--- src/include/tmo_pkg.sv ---
// constants for the contact uart timeout counter block
package tmo_pkg;
  localparam logic [7:0] OFS_RELOAD_LOW = 8'h00;
  localparam logic [7:0] OFS_RELOAD_MID = 8'h04;
  localparam logic [7:0] OFS_RELOAD_HIGH = 8'h08;
  localparam logic [7:0] OFS_CONFIG = 8'h0c;
  localparam logic [7:0] OFS_STATUS2 = 8'h10;
  localparam logic [7:0] OFS_IRQ_MASK = 8'h14;
  localparam logic [7:0] OFS_FIFO_FILL = 8'h5c;
  localparam logic [7:0] OFS_MIXED = 8'h60;
  localparam logic [7:0] CFG_STOP = 8'h00;
  localparam logic [7:0] CFG_SINGLE3 = 8'h73;
  localparam logic [7:0] CFG_INDEP = 8'h77;
  localparam logic [7:0] CFG_CHAIN24 = 8'h7c;
  localparam logic [7:0] CFG_SINGLE3_STOP12 = 8'hf3;
  localparam logic [7:0] CFG_INDEP_STOP12 = 8'hf7;
  localparam int TO1_BIT = 0;
  localparam int TO2_BIT = 1;
  localparam int TO3_BIT = 2;
  localparam int FILL_W = 6;
  localparam int STOP_ETU = 12;
  localparam logic [31:0] FIFO_FILL_RESET = 32'h0000_0000;
endpackage

--- src/core/contact_uart_timeout_counters.sv ---
// timeout counter chain, fifo fill level and status registers
//
// Chosen here: strobed register access.
`timescale 1ns/10ps
`default_nettype none
//
// Contract
// - config 7Ch chains three 8-bit counters into one 24-bit counter
// - 24-bit count starts at first start bit, restarts every start bit
// - reload writes leave running count alone, apply at next start bit
// - 24-bit terminal count sets timeout3_flag and raises interrupt
// - writing 00h to timeout_config stops the counters
// - F3h acts as 73h but counters stop 12 ETU after start bit
// - F7h acts as 77h but counters stop 12 ETU after start bit
// - fifo_fill_status returns fill level in bits 5:0, upper zero
// - fifo_fill_status never raises an interrupt
// - mixed_status is polled only, never raises an interrupt
// - config 73h counts third reload at once, terminal sets flag three
// - config 77h runs three independent counters, first auto-reloads
module contact_uart_timeout_counters
  import tmo_pkg::*;
(
  input wire logic core_clk,
  input wire logic rst,
  input wire logic [7:0] addr,
  input wire logic [31:0] wdata,
  input wire logic wr_en,
  input wire logic rd_en,
  output logic [31:0] rdata,
  input wire logic etu_tick,
  input wire logic start_bit,
  input wire logic [FILL_W-1:0] fifo_fill_level,
  input wire logic [2:0] mixed_status_in,
  output logic irq
);

  // ----------------------------------------------------------------
  // register decode
  // ----------------------------------------------------------------
  logic [7:0] timeout_reload_low, timeout_reload_mid, timeout_reload_high;
  logic [7:0] timeout_config;
  logic [2:0] uart_status_second;
  logic [2:0] irq_mask;
  logic [7:0] cnt1, cnt2, cnt3;
  logic run1, run2, run3;
  logic armed;
  logic [3:0] etu12;
  logic stop_win;

  wire wr_rel_low = wr_en && addr == OFS_RELOAD_LOW;
  wire wr_rel_mid = wr_en && addr == OFS_RELOAD_MID;
  wire wr_rel_high = wr_en && addr == OFS_RELOAD_HIGH;
  wire wr_cfg = wr_en && addr == OFS_CONFIG;
  wire wr_stat = wr_en && addr == OFS_STATUS2;
  wire wr_mask = wr_en && addr == OFS_IRQ_MASK;

  wire mode_chain = timeout_config == CFG_CHAIN24;
  wire mode_single = timeout_config == CFG_SINGLE3 ||
                     timeout_config == CFG_SINGLE3_STOP12;
  wire mode_indep = timeout_config == CFG_INDEP ||
                    timeout_config == CFG_INDEP_STOP12;
  wire mode_stop12 = timeout_config == CFG_SINGLE3_STOP12 ||
                     timeout_config == CFG_INDEP_STOP12;

  function automatic logic at_end(input logic [7:0] v);
    at_end = (v == 8'h01) || (v == 8'h00);
  endfunction

  // ----------------------------------------------------------------
  // counters
  // ----------------------------------------------------------------
  wire [23:0] cnt24 = {cnt3, cnt2, cnt1};
  wire tick = etu_tick && !stop_win;
  wire tc24 = mode_chain && run1 && tick && cnt24 <= 24'h00_0001;
  wire tc1 = mode_indep && run1 && tick && at_end(cnt1);
  wire tc2 = mode_indep && run2 && tick && at_end(cnt2);
  wire tc3 = (mode_indep || mode_single) && run3 && tick && at_end(cnt3);
  wire sb_load = start_bit && (armed || mode_chain);
  wire [2:0] events = {tc24 | tc3, tc2, tc1};
  wire any_event = |events;

  // stop window: counters freeze after 12 ETU from first start bit
  always_ff @(posedge core_clk or posedge rst) begin
    if (rst) begin
      etu12 <= 4'h0;
      stop_win <= 1'b0;
    end else if (wr_cfg) begin
      etu12 <= 4'h0;
      stop_win <= 1'b0;
    end else if (mode_stop12 && (etu12 != 4'h0 || start_bit && armed)) begin
      if (etu_tick && etu12 == 4'(STOP_ETU))
        stop_win <= 1'b1;
      else if (etu12 == 4'h0)
        etu12 <= 4'h1;
      else if (etu_tick && !stop_win)
        etu12 <= etu12 + 4'h1;
    end
  end

  always_ff @(posedge core_clk or posedge rst) begin
    if (rst) begin
      timeout_config <= CFG_STOP;
      armed <= 1'b0;
    end else if (wr_cfg) begin
      timeout_config <= wdata[7:0];
      armed <= 1'b1;
    end else if (start_bit)
      armed <= 1'b0;
  end

  always_ff @(posedge core_clk or posedge rst) begin
    if (rst) begin
      {cnt3, cnt2, cnt1} <= 24'h00_0000;
      {run3, run2, run1} <= 3'b000;
    end else if (wr_cfg) begin
      {run2, run1} <= 2'b00;
      run3 <= 1'b0;
      // 73h loads counter three at once
      if (wdata[7:0] == CFG_SINGLE3 || wdata[7:0] == CFG_SINGLE3_STOP12 ||
          wdata[7:0] == CFG_INDEP || wdata[7:0] == CFG_INDEP_STOP12) begin
        cnt3 <= timeout_reload_high;
        run3 <= 1'b1;
      end
    end else if (mode_chain) begin
      // reload taken only at start bit
      if (start_bit) begin
        {cnt3, cnt2, cnt1} <= {timeout_reload_high, timeout_reload_mid,
                               timeout_reload_low};
        run1 <= 1'b1;
      end else if (run1 && tick) begin
        if (tc24)
          run1 <= 1'b0;
        else
          {cnt3, cnt2, cnt1} <= cnt24 - 24'h00_0001;
      end
    end else begin
      if (mode_indep && sb_load) begin
        cnt1 <= timeout_reload_low;
        run1 <= 1'b1;
      end else if (tc1)
        cnt1 <= timeout_reload_low;
      else if (mode_indep && run1 && tick)
        cnt1 <= cnt1 - 8'h01;
      if (mode_indep && start_bit) begin
        cnt2 <= timeout_reload_mid;
        run2 <= 1'b1;
      end else if (tc2)
        run2 <= 1'b0;
      else if (mode_indep && run2 && tick)
        cnt2 <= cnt2 - 8'h01;
      if (tc3)
        run3 <= 1'b0;
      else if (run3 && tick)
        cnt3 <= cnt3 - 8'h01;
    end
  end

  always_ff @(posedge core_clk or posedge rst) begin
    if (rst) begin
      timeout_reload_low <= 8'h00;
      timeout_reload_mid <= 8'h00;
      timeout_reload_high <= 8'h00;
      irq_mask <= 3'b000;
    end else begin
      if (wr_rel_low)
        timeout_reload_low <= wdata[7:0];
      if (wr_rel_mid)
        timeout_reload_mid <= wdata[7:0];
      if (wr_rel_high)
        timeout_reload_high <= wdata[7:0];
      if (wr_mask)
        irq_mask <= wdata[2:0];
    end
  end

  // ----------------------------------------------------------------
  // status and interrupt
  // ----------------------------------------------------------------
  // set wins over a write-one clear in the same cycle
  always_ff @(posedge core_clk or posedge rst) begin
    if (rst)
      uart_status_second <= 3'b000;
    else
      uart_status_second <= (uart_status_second &
                             ~(wr_stat ? wdata[2:0] : 3'b000)) | events;
  end

  assign irq = |(uart_status_second & irq_mask);

  // fill read is a plain view, no pop
  wire [31:0] fill_word = {{(32-FILL_W){1'b0}}, fifo_fill_level};
  wire [31:0] next_rdata =
    addr == OFS_RELOAD_LOW ? {24'h00_0000, timeout_reload_low} :
    addr == OFS_RELOAD_MID ? {24'h00_0000, timeout_reload_mid} :
    addr == OFS_RELOAD_HIGH ? {24'h00_0000, timeout_reload_high} :
    addr == OFS_CONFIG ? {24'h00_0000, timeout_config} :
    addr == OFS_STATUS2 ? {29'h0000_0000, uart_status_second} :
    addr == OFS_IRQ_MASK ? {29'h0000_0000, irq_mask} :
    addr == OFS_FIFO_FILL ? fill_word :
    addr == OFS_MIXED ? {29'h0000_0000, mixed_status_in} :
    32'h0000_0000;

  always_ff @(posedge core_clk or posedge rst) begin
    if (rst)
      rdata <= FIFO_FILL_RESET;
    else if (rd_en)
      rdata <= next_rdata;
    else
      rdata <= 32'h0000_0000;
  end

  // ----------------------------------------------------------------
  // assertions
  // ----------------------------------------------------------------
  // register bus and interrupt
  fill_read_a: assert property (@(posedge core_clk) disable iff (rst)
    rd_en && addr == OFS_FIFO_FILL |=>
      rdata == {26'h000_0000, $past(fifo_fill_level)})
    else $error("fill level read wrong");
  mixed_read_a: assert property (@(posedge core_clk) disable iff (rst)
    rd_en && addr == OFS_MIXED |=>
      rdata == {29'h0000_0000, $past(mixed_status_in)})
    else $error("mixed status read wrong");
  rdata_idle_a: assert property (@(posedge core_clk) disable iff (rst)
    !rd_en |=> rdata == 32'h0000_0000)
    else $error("read data outside read cycle");
  irq_level_a: assert property (@(posedge core_clk) disable iff (rst)
    $stable(uart_status_second) && $stable(irq_mask) |-> $stable(irq))
    else $error("irq moved without flag or mask change");
  irq_rise_a: assert property (@(posedge core_clk) disable iff (rst)
    $rose(irq) |-> $past(any_event) || $past(wr_mask))
    else $error("irq rose without timeout event");
  flag_clear_a: assert property (@(posedge core_clk) disable iff (rst)
    wr_stat && wdata[TO3_BIT] && !events[TO3_BIT] |=>
      !uart_status_second[TO3_BIT])
    else $error("timeout flag not cleared");
  // chain mode, stop window outside stop modes, config stop
  chain_flag_a: assert property (@(posedge core_clk) disable iff (rst)
    tc24 |=> uart_status_second[TO3_BIT])
    else $error("24-bit terminal count lost");
  chain_load_a: assert property (@(posedge core_clk) disable iff (rst)
    mode_chain && start_bit && !wr_cfg |=> run1 &&
      cnt24 == {$past(timeout_reload_high), $past(timeout_reload_mid),
                $past(timeout_reload_low)})
    else $error("chain not loaded at start bit");
  reload_hold_a: assert property (@(posedge core_clk) disable iff (rst)
    mode_chain && run1 && !start_bit && !etu_tick && !wr_cfg |=>
      cnt24 == $past(cnt24))
    else $error("running count disturbed");
  reload_write_a: assert property (@(posedge core_clk) disable iff (rst)
    mode_chain && run1 && !start_bit && !etu_tick &&
      (wr_rel_low || wr_rel_mid || wr_rel_high) |=> cnt24 == $past(cnt24))
    else $error("reload write moved running count");
  chain_step_a: assert property (@(posedge core_clk) disable iff (rst)
    mode_chain && run1 && tick && !tc24 && !start_bit && !wr_cfg |=>
      cnt24 == $past(cnt24) - 24'h00_0001)
    else $error("chain count step wrong");
  chain_end_a: assert property (@(posedge core_clk) disable iff (rst)
    tc24 && !start_bit && !wr_cfg |=> !run1)
    else $error("chain still running after terminal count");
  win_idle_a: assert property (@(posedge core_clk) disable iff (rst)
    !mode_stop12 |-> !stop_win)
    else $error("counters frozen outside stop modes");
  stop_cfg_a: assert property (@(posedge core_clk) disable iff (rst)
    wr_cfg && wdata[7:0] == CFG_STOP |=> !run1 && !run2 && !run3)
    else $error("counters not stopped");
  // single and independent modes
  single_go_a: assert property (@(posedge core_clk) disable iff (rst)
    wr_cfg && wdata[7:0] == CFG_SINGLE3 |=>
      run3 && cnt3 == $past(timeout_reload_high))
    else $error("third counter not started");
  single_flag_a: assert property (@(posedge core_clk) disable iff (rst)
    tc3 |=> uart_status_second[TO3_BIT])
    else $error("third counter flag lost");
  auto_reload_a: assert property (@(posedge core_clk) disable iff (rst)
    tc1 && !start_bit && !wr_cfg |=> cnt1 == $past(timeout_reload_low) && run1)
    else $error("first counter no auto-reload");
  indep_flag_a: assert property (@(posedge core_clk) disable iff (rst)
    tc1 |=> uart_status_second[TO1_BIT])
    else $error("first counter flag lost");
  mid_load_a: assert property (@(posedge core_clk) disable iff (rst)
    mode_indep && start_bit && !wr_cfg |=>
      run2 && cnt2 == $past(timeout_reload_mid))
    else $error("second counter not loaded");
  first_only_a: assert property (@(posedge core_clk) disable iff (rst)
    mode_indep && start_bit && !armed && !etu_tick && !wr_cfg |=>
      cnt1 == $past(cnt1))
    else $error("first counter reloaded by late start bit");
  // stop window
  win_freeze_a: assert property (@(posedge core_clk) disable iff (rst)
    stop_win && !wr_cfg && !start_bit |=> cnt3 == $past(cnt3))
    else $error("counter moved after stop window");
  win_set_a: assert property (@(posedge core_clk) disable iff (rst)
    mode_stop12 && etu_tick && etu12 == 4'(STOP_ETU) && !wr_cfg |=> stop_win)
    else $error("stop window not closed after twelve etu");

endmodule
`default_nettype wire

--- config.mk ---
export PLATFORM = sky130hd
export DESIGN_NAME = contact_uart_timeout_counters
export DESIGN_NICKNAME = d
export VERILOG_FILES = /design/src/include/tmo_pkg.sv /design/src/core/contact_uart_timeout_counters.sv
export SDC_FILE = /design/constraint.sdc
export NUM_CORES = 1
export LEC_CHECK = 0
export BUFFER_PORTS_ARGS = -buffer_cell sky130_fd_sc_hd__buf_4
export CAP_MARGIN = 20
export CORE_AREA = 2 2 112 114
export CTS_CLUSTER_DIAMETER = 120
export DETAILED_ROUTE_END_ITERATION = 10
export DIE_AREA = 0 0 114 116
export PLACE_DENSITY = 0.72
export SLEW_MARGIN = 20
export SYNTH_ARGS = -nofsm -noshare
export SYNTH_HDL_FRONTEND = slang
export SYNTH_SLANG_ARGS = --single-unit
export TNS_END_PERCENT = 5
--- constraint.sdc ---
create_clock -name core_clk -period 2.4 [get_ports core_clk]
set_input_delay 0.48 -clock core_clk [delete_from_list [all_inputs] [get_ports core_clk]]
set_output_delay 0.48 -clock core_clk [all_outputs]
set_load 0.02 [all_outputs]
# [Yosys cells after proc, flatten, opt, wreduce, memory -nomap -nowiden]
# Index checks and enable logic that the tools add are counted.
# Widths: inputs -> output; s select.
[word_totals] ff_bits=103 out_inout_bits=33 elab_cells=179 inputBits=55
[op_classes] magnitude_cmp=1 n_reduce_logical=65 n_eq_ne=30 mux=56 bitwise=6 add_sub_neg=5
[ops] op="$mux 8" count=27
[ops] op="$eq 8x7->1 const B" count=7
[ops] op="$eq 8x8->1 const B" count=4
[ops] op="$logic_not 8->1" count=4
[ops] op="$logic_and 1x1->1" count=27
[ops] op="$eq 8x1->1 const B" count=3
[ops] op="$le 24x1->1 const B" count=1
[ops] op="$sub 24x1->24 const B" count=1
[ops] op="$sub 8x1->8 const B" count=3
[ops] op="$mux 4" count=5
[ops] op="$mux 1" count=19
[ops] op="$mux 6" count=3
[ops] op="$eq 8x4->1 const B" count=2
[ops] op="$eq 8x5->1 const B" count=2
[ops] op="$reduce_bool 3->1" count=5
[ops] op="$logic_or 1x1->1" count=12
[ops] op="$reduce_and 5->1" count=2
[ops] op="$eq 8x3->1 const B" count=1
[ops] op="$ne 4x3->1 const B" count=2
[ops] op="$reduce_bool 2->1" count=4
[ops] op="$reduce_bool 4->1" count=2
[ops] op="$and 3x3->3" count=2
[ops] op="$mux 3" count=2
[ops] op="$ne 3x2->1 const B" count=2
[ops] op="other kinds (16)" count=21

# [Longest topological paths before layout]
# Gate-level depths: netlist of the first run.
[depth] ltp_word=10 ltp_mapped=10

# [Worst setup path after synthesis of the first run]
# OpenSTA, ideal clock, no wires.
[synth_path] path_kind="reg-to-reg" from="register cnt2[0]" to="register cnt1[1]" path_slack_ns=-0.127 arrival_ns=2.402 stages_incl_launch_ff=9 setup_time_ns=0.125 cell_sequence="dfrtp_1 -> inv_1 -> ha_1 -> or3b_2 -> o21ai_1 -> o211ai_4 -> a311o_2 -> nand2_4 -> mux2_4"
[synth_between] elab_chain_cells=4
[synth_lines] item="from (decl)" line_no="contact_uart_timeout_counters.sv:44" source="logic [7:0] cnt1, cnt2, cnt3;"
[synth_lines] item="from (signal assigned)" line_no="contact_uart_timeout_counters.sv:127" source="{cnt3, cnt2, cnt1} <= {timeout_reload_high, timeout_reload_mid,"
[synth_lines] item="from (signal assigned)" line_no="contact_uart_timeout_counters.sv:134" source="{cnt3, cnt2, cnt1} <= cnt24 - 24'h00_0001;"
[synth_lines] item="from (signal assigned)" line_no="contact_uart_timeout_counters.sv:145" source="cnt2 <= timeout_reload_mid;"
[synth_lines] item="$le 24x1->1" line_no="contact_uart_timeout_counters.sv:74" source="wire tc24 = mode_chain && run1 && tick && cnt24 <= 24'h00_0001;"
[synth_lines] item="$logic_and 1x1->1" line_no="contact_uart_timeout_counters.sv:74"
[synth_lines] item="$ne 3x3->1 (no source line)"
[synth_lines] item="$reduce_and 4->1 (no source line)"
[synth_lines] item="to (signal assigned)" line_no="contact_uart_timeout_counters.sv:127"
[synth_lines] item="to (signal assigned)" line_no="contact_uart_timeout_counters.sv:134"
[synth_lines] item="to (signal assigned)" line_no="contact_uart_timeout_counters.sv:138" source="cnt1 <= timeout_reload_low;"
[synth_lines] item="to (decl)" line_no="contact_uart_timeout_counters.sv:44"
# No other way between the ends.
# A chain may end at the register's enable or synchronous reset.

# [Worst setup path after layout of the first run]
[layout_path] from="register cnt2[4]" to="register cnt2[2]"
[layout_between] elab_chain_cells=5 elab_cells_between_ends=9 cone_classes="1 x order compare; 3 x eq/ne; 5 x reduce/logical"
[layout_lines] item="parallel branches: the longest is 4 deep, another holds $le 24x1->1"
[layout_lines] item="$reduce_and 5->1 (no source line) (*)"
# Mark *: on every way between the ends.

==> summary.txt, run 1 <==
Worst setup path
  • Worst path required time: 2.63 ns
  • Critical Path Fanout Max: 7
  • Biggest cell delay along the critical path: 0.45 ns
  • Cell Chain, Critical Path: or3_4 -> or4_4 -> o211ai_4 -> a311o_2 -> nand2_1 -> a221o_1
  • CP Launch Type: flip-flop
  • Worst path arrival time: 2.64 ns
  • Worst setup EP type: flip-flop
  • CP Class: reg -> reg
  • Slowest CP cell: or4_4

Floorplan
  • Io pins: a little under 90
  • Die area: 13220 sq um
  • Site Rows: 40
  • Die X: about 110 microns
  • Initial Util: 44.20%
  • Core area: 11910 sq um
  • Chip Height: about 120 microns

Timing
  • Slew margin rel.: between 50% and 60%
  • TNS Setup: -0.01290 ns
  • Post-layout min period: roughly 2.4 ns
  • Fin. max-slew vios: 0
  • Endpoints failing setup: 1
  • RSZ-0062 raised after global routing: true
  • Worst hold margin: 0.2180 ns
  • Least-Margin Pin Slew: 0.6734 ns
  • Clock skew: approximately 0.0062 ns
  • Max frequency: 0.4144 GHz
  • Tcrit/Tclk final: 100.5%
  • Final Hold Viols: 0
  • Final worst slack: -0.01290 ns

CTS
  • Num Clock Sinks: a little under 80
  • Max H-tree Level: 3
  • Root Driver: clkbuf_16
  • CTS Buf Count: 9
  • Clock Latency Late Sink: around 0.35 ns
  • Worst-path clk slew: 0.06 ns
  • CTS tree: built
  • Hold-fix buffers, CTS: 0
  • CTS max path bufs: 2

GRT
  • GRT Overall Usage: between 20% and 30%
  • Largest net degree at the start of global routing: 41
  • Initial antenna violation count: 0
  • First-pass GRT wire length: around 26000 microns
  • Overflow after GRT: 0
  • Vias in the first global route: about 5100

Logic synthesis
  • Ys flop type: dfrtp_1
  • Syn Inst Count: 572
  • Average size of a mapped cell: ~9.2 sq um
  • Synth Area in Compound Gates: 22.98%
  • Adder-cell area share of the yosys netlist: 2.376%
  • Post-synth EDFFs: 0
  • Post-synthesis async set-or-reset flop share: 100.0%
  • Post-Syn Area: between 5000 and 6000 sq um
  • Flop and latch count out of synthesis: between 70 and 80
  • Post-synthesis sequential area ratio: a little under two fifths
  • Count of cell types in the netlist: 92
  • Post-synthesis mux area share: roughly 7%
  • Simple-Gate Fraction of Synth Area: 22.01%
  • Yosys top cell area share: approximately 38%
  • Largest family of logic cells by synthesized area: compound AO/OA/AOI/OAI gates
  • Synth Area in XOR/XNOR: less than 1%
  • Dominant cell type by area after synthesis: dfrtp_1
  • Synth warn: 0
  • Synth area leaders: dfrtp_1 (38%), mux2_2 (6.0%), nand2_1 (4.9%)

Run
  • Maxcap violations: 0

Layout
  • Share of layout cells above drive strength 1: 32.48%
  • FF+latch area: 1977 sq um
  • Final core utilization: a little under three fifths
  • Fillcell total: around 1000
  • Layout Nets: roughly 760
  • Multi-input logic area: approximately 3100 sq um
  • P&R area growth vs syn: 27.92%
  • Antenna Cells: 0

Place
  • Dpl ws: -0.08412 ns
  • IO Port Bufs: 39
  • Hpwl dp: 12670 microns
  • Gpl congestion: slightly above 0.9

Detailed routing
  • Average wire per standard cell: 19.60 microns
  • DRT Wirelength: around 17000 microns
  • Routed vias/inst: between 6 and 7
  • Pre-Repair DR Iteration Count: 5
  • Initial drt markers: approximately 630
  • DRC: 0
  • ANT nets after route: 0
  • Vias after detailed routing: around 5300

Run status
  • Status: complete, but fails checks
  • Violated checks: setup timing

Pwr
  • Leak Pwr: 0.003077 uW
  • Tot Pwr: 3508 uW
  • Peak supply drop: around 0.54 mV
  • Pwr dens: 520.8 nW/um^2

Hold path
  • Hold WC Path Type: in -> async
-- cells in the final DEF (no fill, tap or decap), types with 5 or more instances in the layout --
master and count:
dfrtp_1 79, o211ai_1 6, nor2_1 36, conb_1 24, mux2_2 28, inv_1 14, nor4_1 8, nand2_1 69
ha_1 8, a22o_1 6, nand3b_1 5, o21ai_0 26, nor3_1 18, a31oi_1 18, a222oi_1 5, nand3_1 12
a21o_1 7, buf_4 129, o2bb2ai_1 6, a21oi_1 31, clkbuf_16 9, inv_2 5, nand4_1 9
-- final timing paths --
| check | startpoint | end | slack, ns | depth (start not counted) |
|---|---|---|---|---|
| max | cnt2[4] | cnt2[2] | -0.01 | 6 |
| min | rst | etu12[0] | 0.22 | 2 |
| max reg2reg | cnt2[4] | cnt2[2] | -0.01 | 6 |
| min reg2reg | armed | armed | 0.51 | 1 |
| max in group asynchronous | rst | run1 | 1.57 | 3 |
| min in group core_clk | wdata[3] | timeout_config[3] | 0.39 | 3 |
-- report_power, final --
part	internal, uW	switching (uW)	leakage, uW	total (uW)
clock	913	563	0.000154	1480
combinational	268	337	0.00186	605
sequential	1380	46.4	0.00107	1430
-- worst max-delay path, delay by kind of cell, from the launching register on --
family             cells  cell delay (ns)
AOI/OAI and AO/OA      3             0.97
and+or+nand+nor        3             0.95
DFF                    1             0.37
-- through the flow --
step                      cell area (sq um)  std cells
after floorplan                        5364        595
after global placement                 6286        831
after detailed placement               6286        831
after CTS                              6685        849
after global routing                   6735        849
final                                  6735        849
-- registers in the layout, indices dropped and copies added, names as in the netlist, 4 cells and up --
name and cells:
cnt1 8, cnt2 8, cnt3 8, rdata 8, timeout_config 8, timeout_reload_high 8, timeout_reload_low 8, timeout_reload_mid 8
etu12 4
-- logic make-up after synthesis --
logic type / after synthesis
simple gates: 216
compound gates: 163
flops: 79
buf+inv: 65
mux: 33
fa+ha+maj: 10
xor+xnor: 5
other cells: 1
-- routing by layer --
layer  share of wire [%]  GRT usage (%)
met2                  47          40.91
met5                   0              0
met1                  41          34.91
met4                 3.0          10.24
met3                 9.1          5.649
-- timing repair --
| item | CTS | global route |
|---|---|---|
| buffers inserted | 2 | 0 |
| setup endpoints to repair | 19 | 25 |
| pin swaps | 8 | 7 |
| resized for setup | 20 | 11 |
-- cell usage after synthesis, types with 3 or more instances --
cell type  number
dfrtp_1        79
nand2_1        69
nor2_1         37
a21oi_1        32
mux2_2         28
o21ai_0        27
buf_4          25
inv_1          20
nor3_1         19
a31oi_1        18
clkbuf_1       12
nand3_1        12
ha_1           10
nand4_1         9
nor4_1          9
a21o_1          7
a22o_1          6
o211ai_1        6
o2bb2ai_1       6
or4_1           6
a222oi_1        5
nand3b_1        5
nor3b_1         5
a211o_1         4
and3_1          4
nand2b_1        4
nor2b_1         4
o211ai_2        4
xor2_1          4
a221o_1         3
a221oi_1        3
a41oi_1         3
mux2i_1         3
nor4bb_1        3
o22ai_1         3
o31ai_1         3
or2_2           3
or3_1           3
-- layout make-up --
cell class                      count  share of cell area (%)
Clock buffer                       11                   3.455
Tap cell                          147                   2.731
Timing Repair Buffer              135                   15.64
Clock inverter                      5                   1.226
Inverter                           21                   1.226
Sequential cell                    79                   29.35
Multi-Input combinational cell    451                   46.37
No activity file was read; power rests on OpenSTA's default activity.
==> inputs of run 2 (changes only) <==
- CORE_AREA: 2 2 112 114 -> 2 2 104 106
- DIE_AREA: 0 0 114 116 -> 0 0 106 108
- PLACE_DENSITY: 0.72 -> 0.81
==> summary.txt, run 2 (synthesis gave the netlist of run 1 again) <==
Detailed routing
  • Routed vias/inst: 6.220
  • DRT Wirelength: about 17000 microns
  • Average wire per standard cell: about 20 microns
  • Pre-Repair DR Iteration Count: 5
  • Vias after detailed routing: roughly 5300
  • ANT nets after route: 0
  • DRC: 0
  • Initial drt markers: between 500 and 600

Floorplan
  • Die area: 11450 sq um
  • Io pins: just under 90
  • Initial Util: between 50% and 60%
  • Site Rows: 37
  • Chip Height: roughly 110 microns
  • Core area: just over 10000 sq um
  • Die X: between 100 and 150 microns

Layout
  • FF+latch area: between 1500 and 2000 sq um
  • Multi-input logic area: about 3200 sq um
  • Fillcell total: 839
  • Layout Nets: 769
  • Antenna Cells: 0
  • Final core utilization: ~66%
  • Share of layout cells above drive strength 1: about 34%
  • P&R area growth vs syn: 28.09%
  • Most frequent cells in the layout: buf_4 (137), dfrtp_1 (79), nand2_1 (68)
  • Final cell count without fillers: roughly 840
  • Commonest non-fill, non-tap cell in the layout: buf_4

Pwr
  • Clock power share: between 30% and 40%
  • Sequential power share: 43.3%
  • Peak supply drop: approximately 0.36 mV
  • P_sw: 939.0 uW
  • Sw Share: 28.41%
  • Pwr dens: 490.1 nW/um^2
  • Gate power share: between 15 and 20%
  • Pint: ~2400 uW
  • Leak Pwr: between 0.003 and 0.004 uW

Worst setup path
  • Worst path required time: 2.62 ns
  • Setup slack on the worst flop-to-flop path: -0.09 ns
  • Reg2Reg Launch Point: cnt2[4]
  • Critical Path Fanout Max: 4
  • Worst path arrival time: 2.71 ns
  • R2r endpoint: cnt3[2]
  • CP Class: reg -> reg
  • Reg2Reg Depth: 7
  • Crit path to: cnt3[2]
  • CP Launch Point: cnt2[4]
  • CP Launch Type: flip-flop
  • Worst setup EP type: flip-flop

CTS
  • Hold-fix buffers, CTS: 0
  • CTS max path bufs: 2
  • Max H-tree Level: 3
  • CTS Buf Count: 9
  • Root Driver: clkbuf_8
  • Worst-path clk slew: ~0.09 ns
  • Num Clock Sinks: slightly below 80
  • Clock Latency Late Sink: 0.36 ns
  • CTS tree: built

GRT
  • Vias in the first global route: roughly 5100
  • Overflow after GRT: 0
  • First-pass GRT wire length: about 27000 microns
  • GRT Overall Usage: 30.30%
  • Largest net degree at the start of global routing: 80
  • Initial antenna violation count: 0

Timing
  • Final Hold Viols: 0
  • Post-layout min period: 2.491 ns
  • Fin. max-slew vios: 0
  • Endpoints failing setup: 5
  • Slew margin rel.: 48.71%
  • Worst hold margin: about 0.21 ns
  • Final worst slack: -0.09130 ns
  • Least-Margin Pin Slew: 0.7660 ns
  • Clock skew: roughly 0.011 ns
  • Tcrit/Tclk final: 103.8%
  • Max frequency: around 0.4 GHz
  • RSZ-0062 raised after global routing: true

Run status
  • Status: complete, but fails checks
  • Violated checks: setup timing

Hold path
  • Hold WC Path Type: in -> async

Place
  • IO Port Bufs: 39
  • Hpwl dp: 12500 microns
  • Dpl cells: 822
  • Dpl ws: -0.1167 ns
  • Gpl congestion: approximately 1

Run
  • Maxcap violations: 0
## run 2: worst min path at each step
stage / to / cells after the start / slack, ns
3_5_place_dp: armed / 1 / 0.49
2_1_floorplan: uart_status_second[0] / 2 / 0.46
5_1_grt: irq_mask[1] / 3 / 0.26
6_report: irq_mask[1] / 3 / 0.21
4_1_cts: cnt3[3] / 3 / 0.25
3_3_place_gp: armed / 1 / 0.48
## run 2: layout make-up
type,instances,area share [%]
clock buffers,9,1.837
clock inverters,6,1.725
inverters,21,1.224
multi-input cells,451,47.03
flip-flops and latches,79,29.31
well taps,136,2.523
repair buffers,142,16.35
## run 2: power groups by stage
stage	clock, uW	combinational (uW)	sequential, uW
after floorplan	0	374	1440
after global placement	0	567	1450
final	1240	638	1430
after detailed placement	0	578	1450
after CTS	1240	594	1430
after global routing	1300	693	1440
## run 2: per-stage QoR
stage               setup TNS [ns]  instance area (sq um)  total power (uW)
finish                     -0.1699                   6744              3305
floorplan                  -0.2815                   5364              1817
detailed placement          -1.140                   6287              2029
global placement           -0.6722                   6287              2015
global route                -1.002                   6744              3428
CTS                        -0.2546                   6608              3260
## run 2: critical path, stage by stage, from the launching register on
cell,delay [ns]
dfrtp_1,0.40
or3_4,0.40
or4_4,0.44
o211ai_4,0.25
a31oi_2,0.17
buf_4,0.20
o31ai_1,0.32
o31ai_1,0.17
## run 2: routing by layer
metal | global-route usage, % | up-vias | share of wire (%)
met5 | 0 | - | 0
met4 | 12.88 | 0 | 3.8
met3 | 4.461 | 49 | 8.6
met2 | 48.20 | 306 | 46
met1 | 41.65 | 2516 | 41
li1 | - | 2379 | -
## run 2: timing repair
| item | 4_1_cts | 5_1_grt |
|---|---|---|
| buffers inserted | 3 | 4 |
| pin swaps | 11 | 14 |
| endpoints found under the setup margin | 20 | 25 |
| hold endpoints to repair | 0 | 0 |
| gates resized for setup | 15 | 20 |
==> inputs of run 3 (changes only) <==
- ABC_AREA: unset -> 1
- CORE_AREA: 2 2 104 106 -> 2 2 108 110
- DIE_AREA: 0 0 106 108 -> 0 0 110 112
- PLACE_DENSITY: 0.81 -> 0.8
==> summary.txt, run 3 <==
CTS
  • Max H-tree Level: 3
  • Root Driver: clkbuf_16
  • CTS max path bufs: 2
  • Clock Latency Late Sink: between 0.3 and 0.4 ns
  • Worst-path clk slew: 0.06 ns
  • CTS Buf Count: 9
  • Num Clock Sinks: 79
  • CTS tree: built
  • Number of post-CTS setup repair buffers: 0

Run status
  • Status: finished clean

Pwr
  • Gate power share: 17.4%
  • Sw Share: between 20% and 30%
  • Leak Pwr: 0.003225 uW
  • Sequential power share: 41.4%
  • Peak supply drop: ~0.55 mV
  • Clock power share: 41.3%
  • P_sw: 1075 uW
  • Pwr dens: approximately 570 nW/um^2
  • Pint: around 2500 uW

Detailed routing
  • Vias after detailed routing: 5674
  • Pre-Repair DR Iteration Count: 6
  • DRT Wirelength: 15410 microns
  • Average wire per standard cell: roughly 15 microns
  • Initial drt markers: about 560
  • DRC: 0
  • Routed vias/inst: approximately 5.4
  • ANT nets after route: 0

Layout
  • Share of layout cells above drive strength 1: ~13%
  • Commonest non-fill, non-tap cell in the layout: nand2_1
  • P&R area growth vs syn: 13.18%
  • FF+latch area: around 2000 sq um
  • Layout Nets: just under 1000
  • Antenna Cells: 0
  • Fillcell total: 1042
  • Final cell count without fillers: 1045
  • Multi-input logic area: 3093 sq um
  • Most frequent cells in the layout: nand2_1 (260), inv_1 (91), o21ai_0 (79), dfrtp_1 (79), nor2_1 (72)

Logic synthesis
  • Post-Syn Area: 5650 sq um
  • Syn Inst Count: around 850
  • Ys flop type: dfrtp_1
  • Top-count cell post-synth: nand2_1
  • Post-synthesis async set-or-reset flop share: 100.0%
  • Post-synth EDFFs: 0
  • Synth area leaders: dfrtp_1 (35%), nand2_1 (17%), o21ai_0 (7.0%)
  • Flop and latch count out of synthesis: between 70 and 80
  • Dominant cell type by area after synthesis: dfrtp_1
  • Yosys top cell area share: around a third
  • Average size of a mapped cell: around 6.6 sq um
  • Synth warn: 0
  • Count of cell types in the netlist: 38
  • Post-synth top cells: nand2_1 (260), inv_1 (92), dfrtp_1 (79), o21ai_0 (79), nor2_1 (72)
  • Post-synthesis sequential area ratio: 34.99%

Worst setup path
  • Worst path arrival time: 2.49 ns
  • Critical Path Fanout Max: 12
  • Reg2Reg Depth: 12
  • Reg2Reg Launch Point: cnt3[0]
  • Setup slack on the worst flop-to-flop path: 0.17 ns
  • CP Launch Type: flip-flop
  • R2r endpoint: cnt2[1]
  • Worst path required time: ~2.7 ns
  • Worst setup EP type: flip-flop
  • CP Class: reg -> reg

Timing
  • Max frequency: ~0.45 GHz
  • Least-Margin Pin Slew: 0.6418 ns
  • Endpoints failing setup: 0
  • Slew margin rel.: 57.17%
  • Worst hold margin: ~0.25 ns
  • Clock skew: about 0.0062 ns
  • Post-layout min period: around 2.2 ns
  • Final Hold Viols: 0
  • Fin. max-slew vios: 0
  • TNS Setup: 0 ns
  • RSZ-0062 raised after global routing: false
  • Tcrit/Tclk final: 92.78%

Place
  • Dpl cells: roughly 1000
  • Hpwl dp: roughly 12000 microns
  • IO Port Bufs: 39
  • Gpl congestion: about 0.96

Floorplan
  • Initial Util: 50.57%
  • Io pins: a little under 90
  • Chip Height: between 100 and 150 microns
  • Die X: 110 microns
  • Core area: around 11000 sq um
  • Site Rows: 39
  • Die area: ~12000 sq um

GRT
  • Initial antenna violation count: 0
  • Vias in the first global route: 5093
  • Largest net degree at the start of global routing: 80
  • Overflow after GRT: 0
  • First-pass GRT wire length: approximately 25000 microns
  • GRT Overall Usage: around a quarter

Hold path
  • Hold WC Path Type: in -> async

Run
  • Maxcap violations: 0
## run 3: cell types whose count changed after synthesis, sizes merged, moves of 14 or more
| cell | previous run | this run |
|---|---|---|
| nand2 | 70 | 271 |
| mux2 | 30 | 0 |
| nor2 | 40 | 83 |
| inv | 20 | 101 |
| a31oi | 19 | 0 |
| nor3 | 21 | 7 |
| o21ai | 28 | 91 |
| nand3 | 12 | 73 |
## run 3: area by class of cell
cell class | instances | share of cell area, %
Clock buffer | 9 | 3.522
Tap cell | 143 | 2.798
Inverter | 103 | 6.183
Timing Repair Buffer | 56 | 6.770
Clock inverter | 6 | 1.448
Multi-Input combinational cell | 649 | 48.37
Sequential cell | 79 | 30.91
## run 3: metal layers
layer	share of wire, %	wire length [microns]	vias to the layer above	GRT usage (%)
met4	3.7	576	0	10.46
met5	0	0	-	0
met3	8.1	1242	36	4.567
met1	44	6796	2596	38.34
li1	-	-	2789	-
met2	44	6790	253	38.28
## run 3: what timing repair did
action | CTS | global route
gates resized for setup | 0 | 1
hold buffers | 0 | 0
setup endpoints to repair | 0 | 4
## run 3: cell families after synthesis
| logic type | count (synthesis) | synth area share, % |
|---|---|---|
| flip-flops | 79 | 34.99 |
| buffers and inverters | 147 | 11.85 |
| AO/OA/AOI/OAI | 151 | 14.64 |
| XOR/XNOR | 13 | 2.015 |
| AND/OR/NAND/NOR | 451 | 34.23 |
| adder cells (fa/ha/maj) | 10 | 2.214 |
| other | 1 | 0.06637 |
## run 3: worst max path at each step
stage            start  endpoint  slack [ns]  depth (start not counted)
6_report       cnt3[0]   cnt2[1]        0.17                         12
5_1_grt        cnt3[0]   cnt2[3]        0.05                         12
4_1_cts        cnt3[0]   cnt2[1]        0.19                         12
3_5_place_dp   cnt3[0]   cnt1[6]        0.22                         11
3_3_place_gp   cnt3[0]   cnt1[7]        0.29                         11
2_1_floorplan  cnt2[0]   cnt1[0]        0.58                         11
## run 3: power groups by stage
stage          clock network [uW]  registers (uW)  logic, uW
6_report                     1490            1500        628
5_1_grt                      1570            1510        718
4_1_cts                      1510            1490        619
3_5_place_dp                    0            1520        614
3_3_place_gp                    0            1520        604
2_1_floorplan                   0            1490        489
## run 3: critical path, cell delays in order, from the launching register on
cell and delay, ns:
dfrtp_1 0.44, inv_1 0.20, ha_2 0.29, nand2_1 0.09
nor2_2 0.18, nand3_1 0.10, nand3_1 0.10, nand2_1 0.10
nand3_1 0.10, nand2_2 0.11, inv_2 0.25, nand2_1 0.12
o21ai_2 0.08
## run 3: stage by stage
stage | area [sq um] | util, % | setup slack, ns | power [uW]
floorplan | 5741 | - | 0.5772 | 1979
global placement | 6075 | 54.36 | 0.2913 | 2119
detailed placement | 6075 | 54.36 | 0.2222 | 2131
CTS | 6392 | 57.21 | 0.1949 | 3618
global route | 6395 | 57.23 | 0.04927 | 3794
finish | 6395 | 57.23 | 0.1733 | 3615
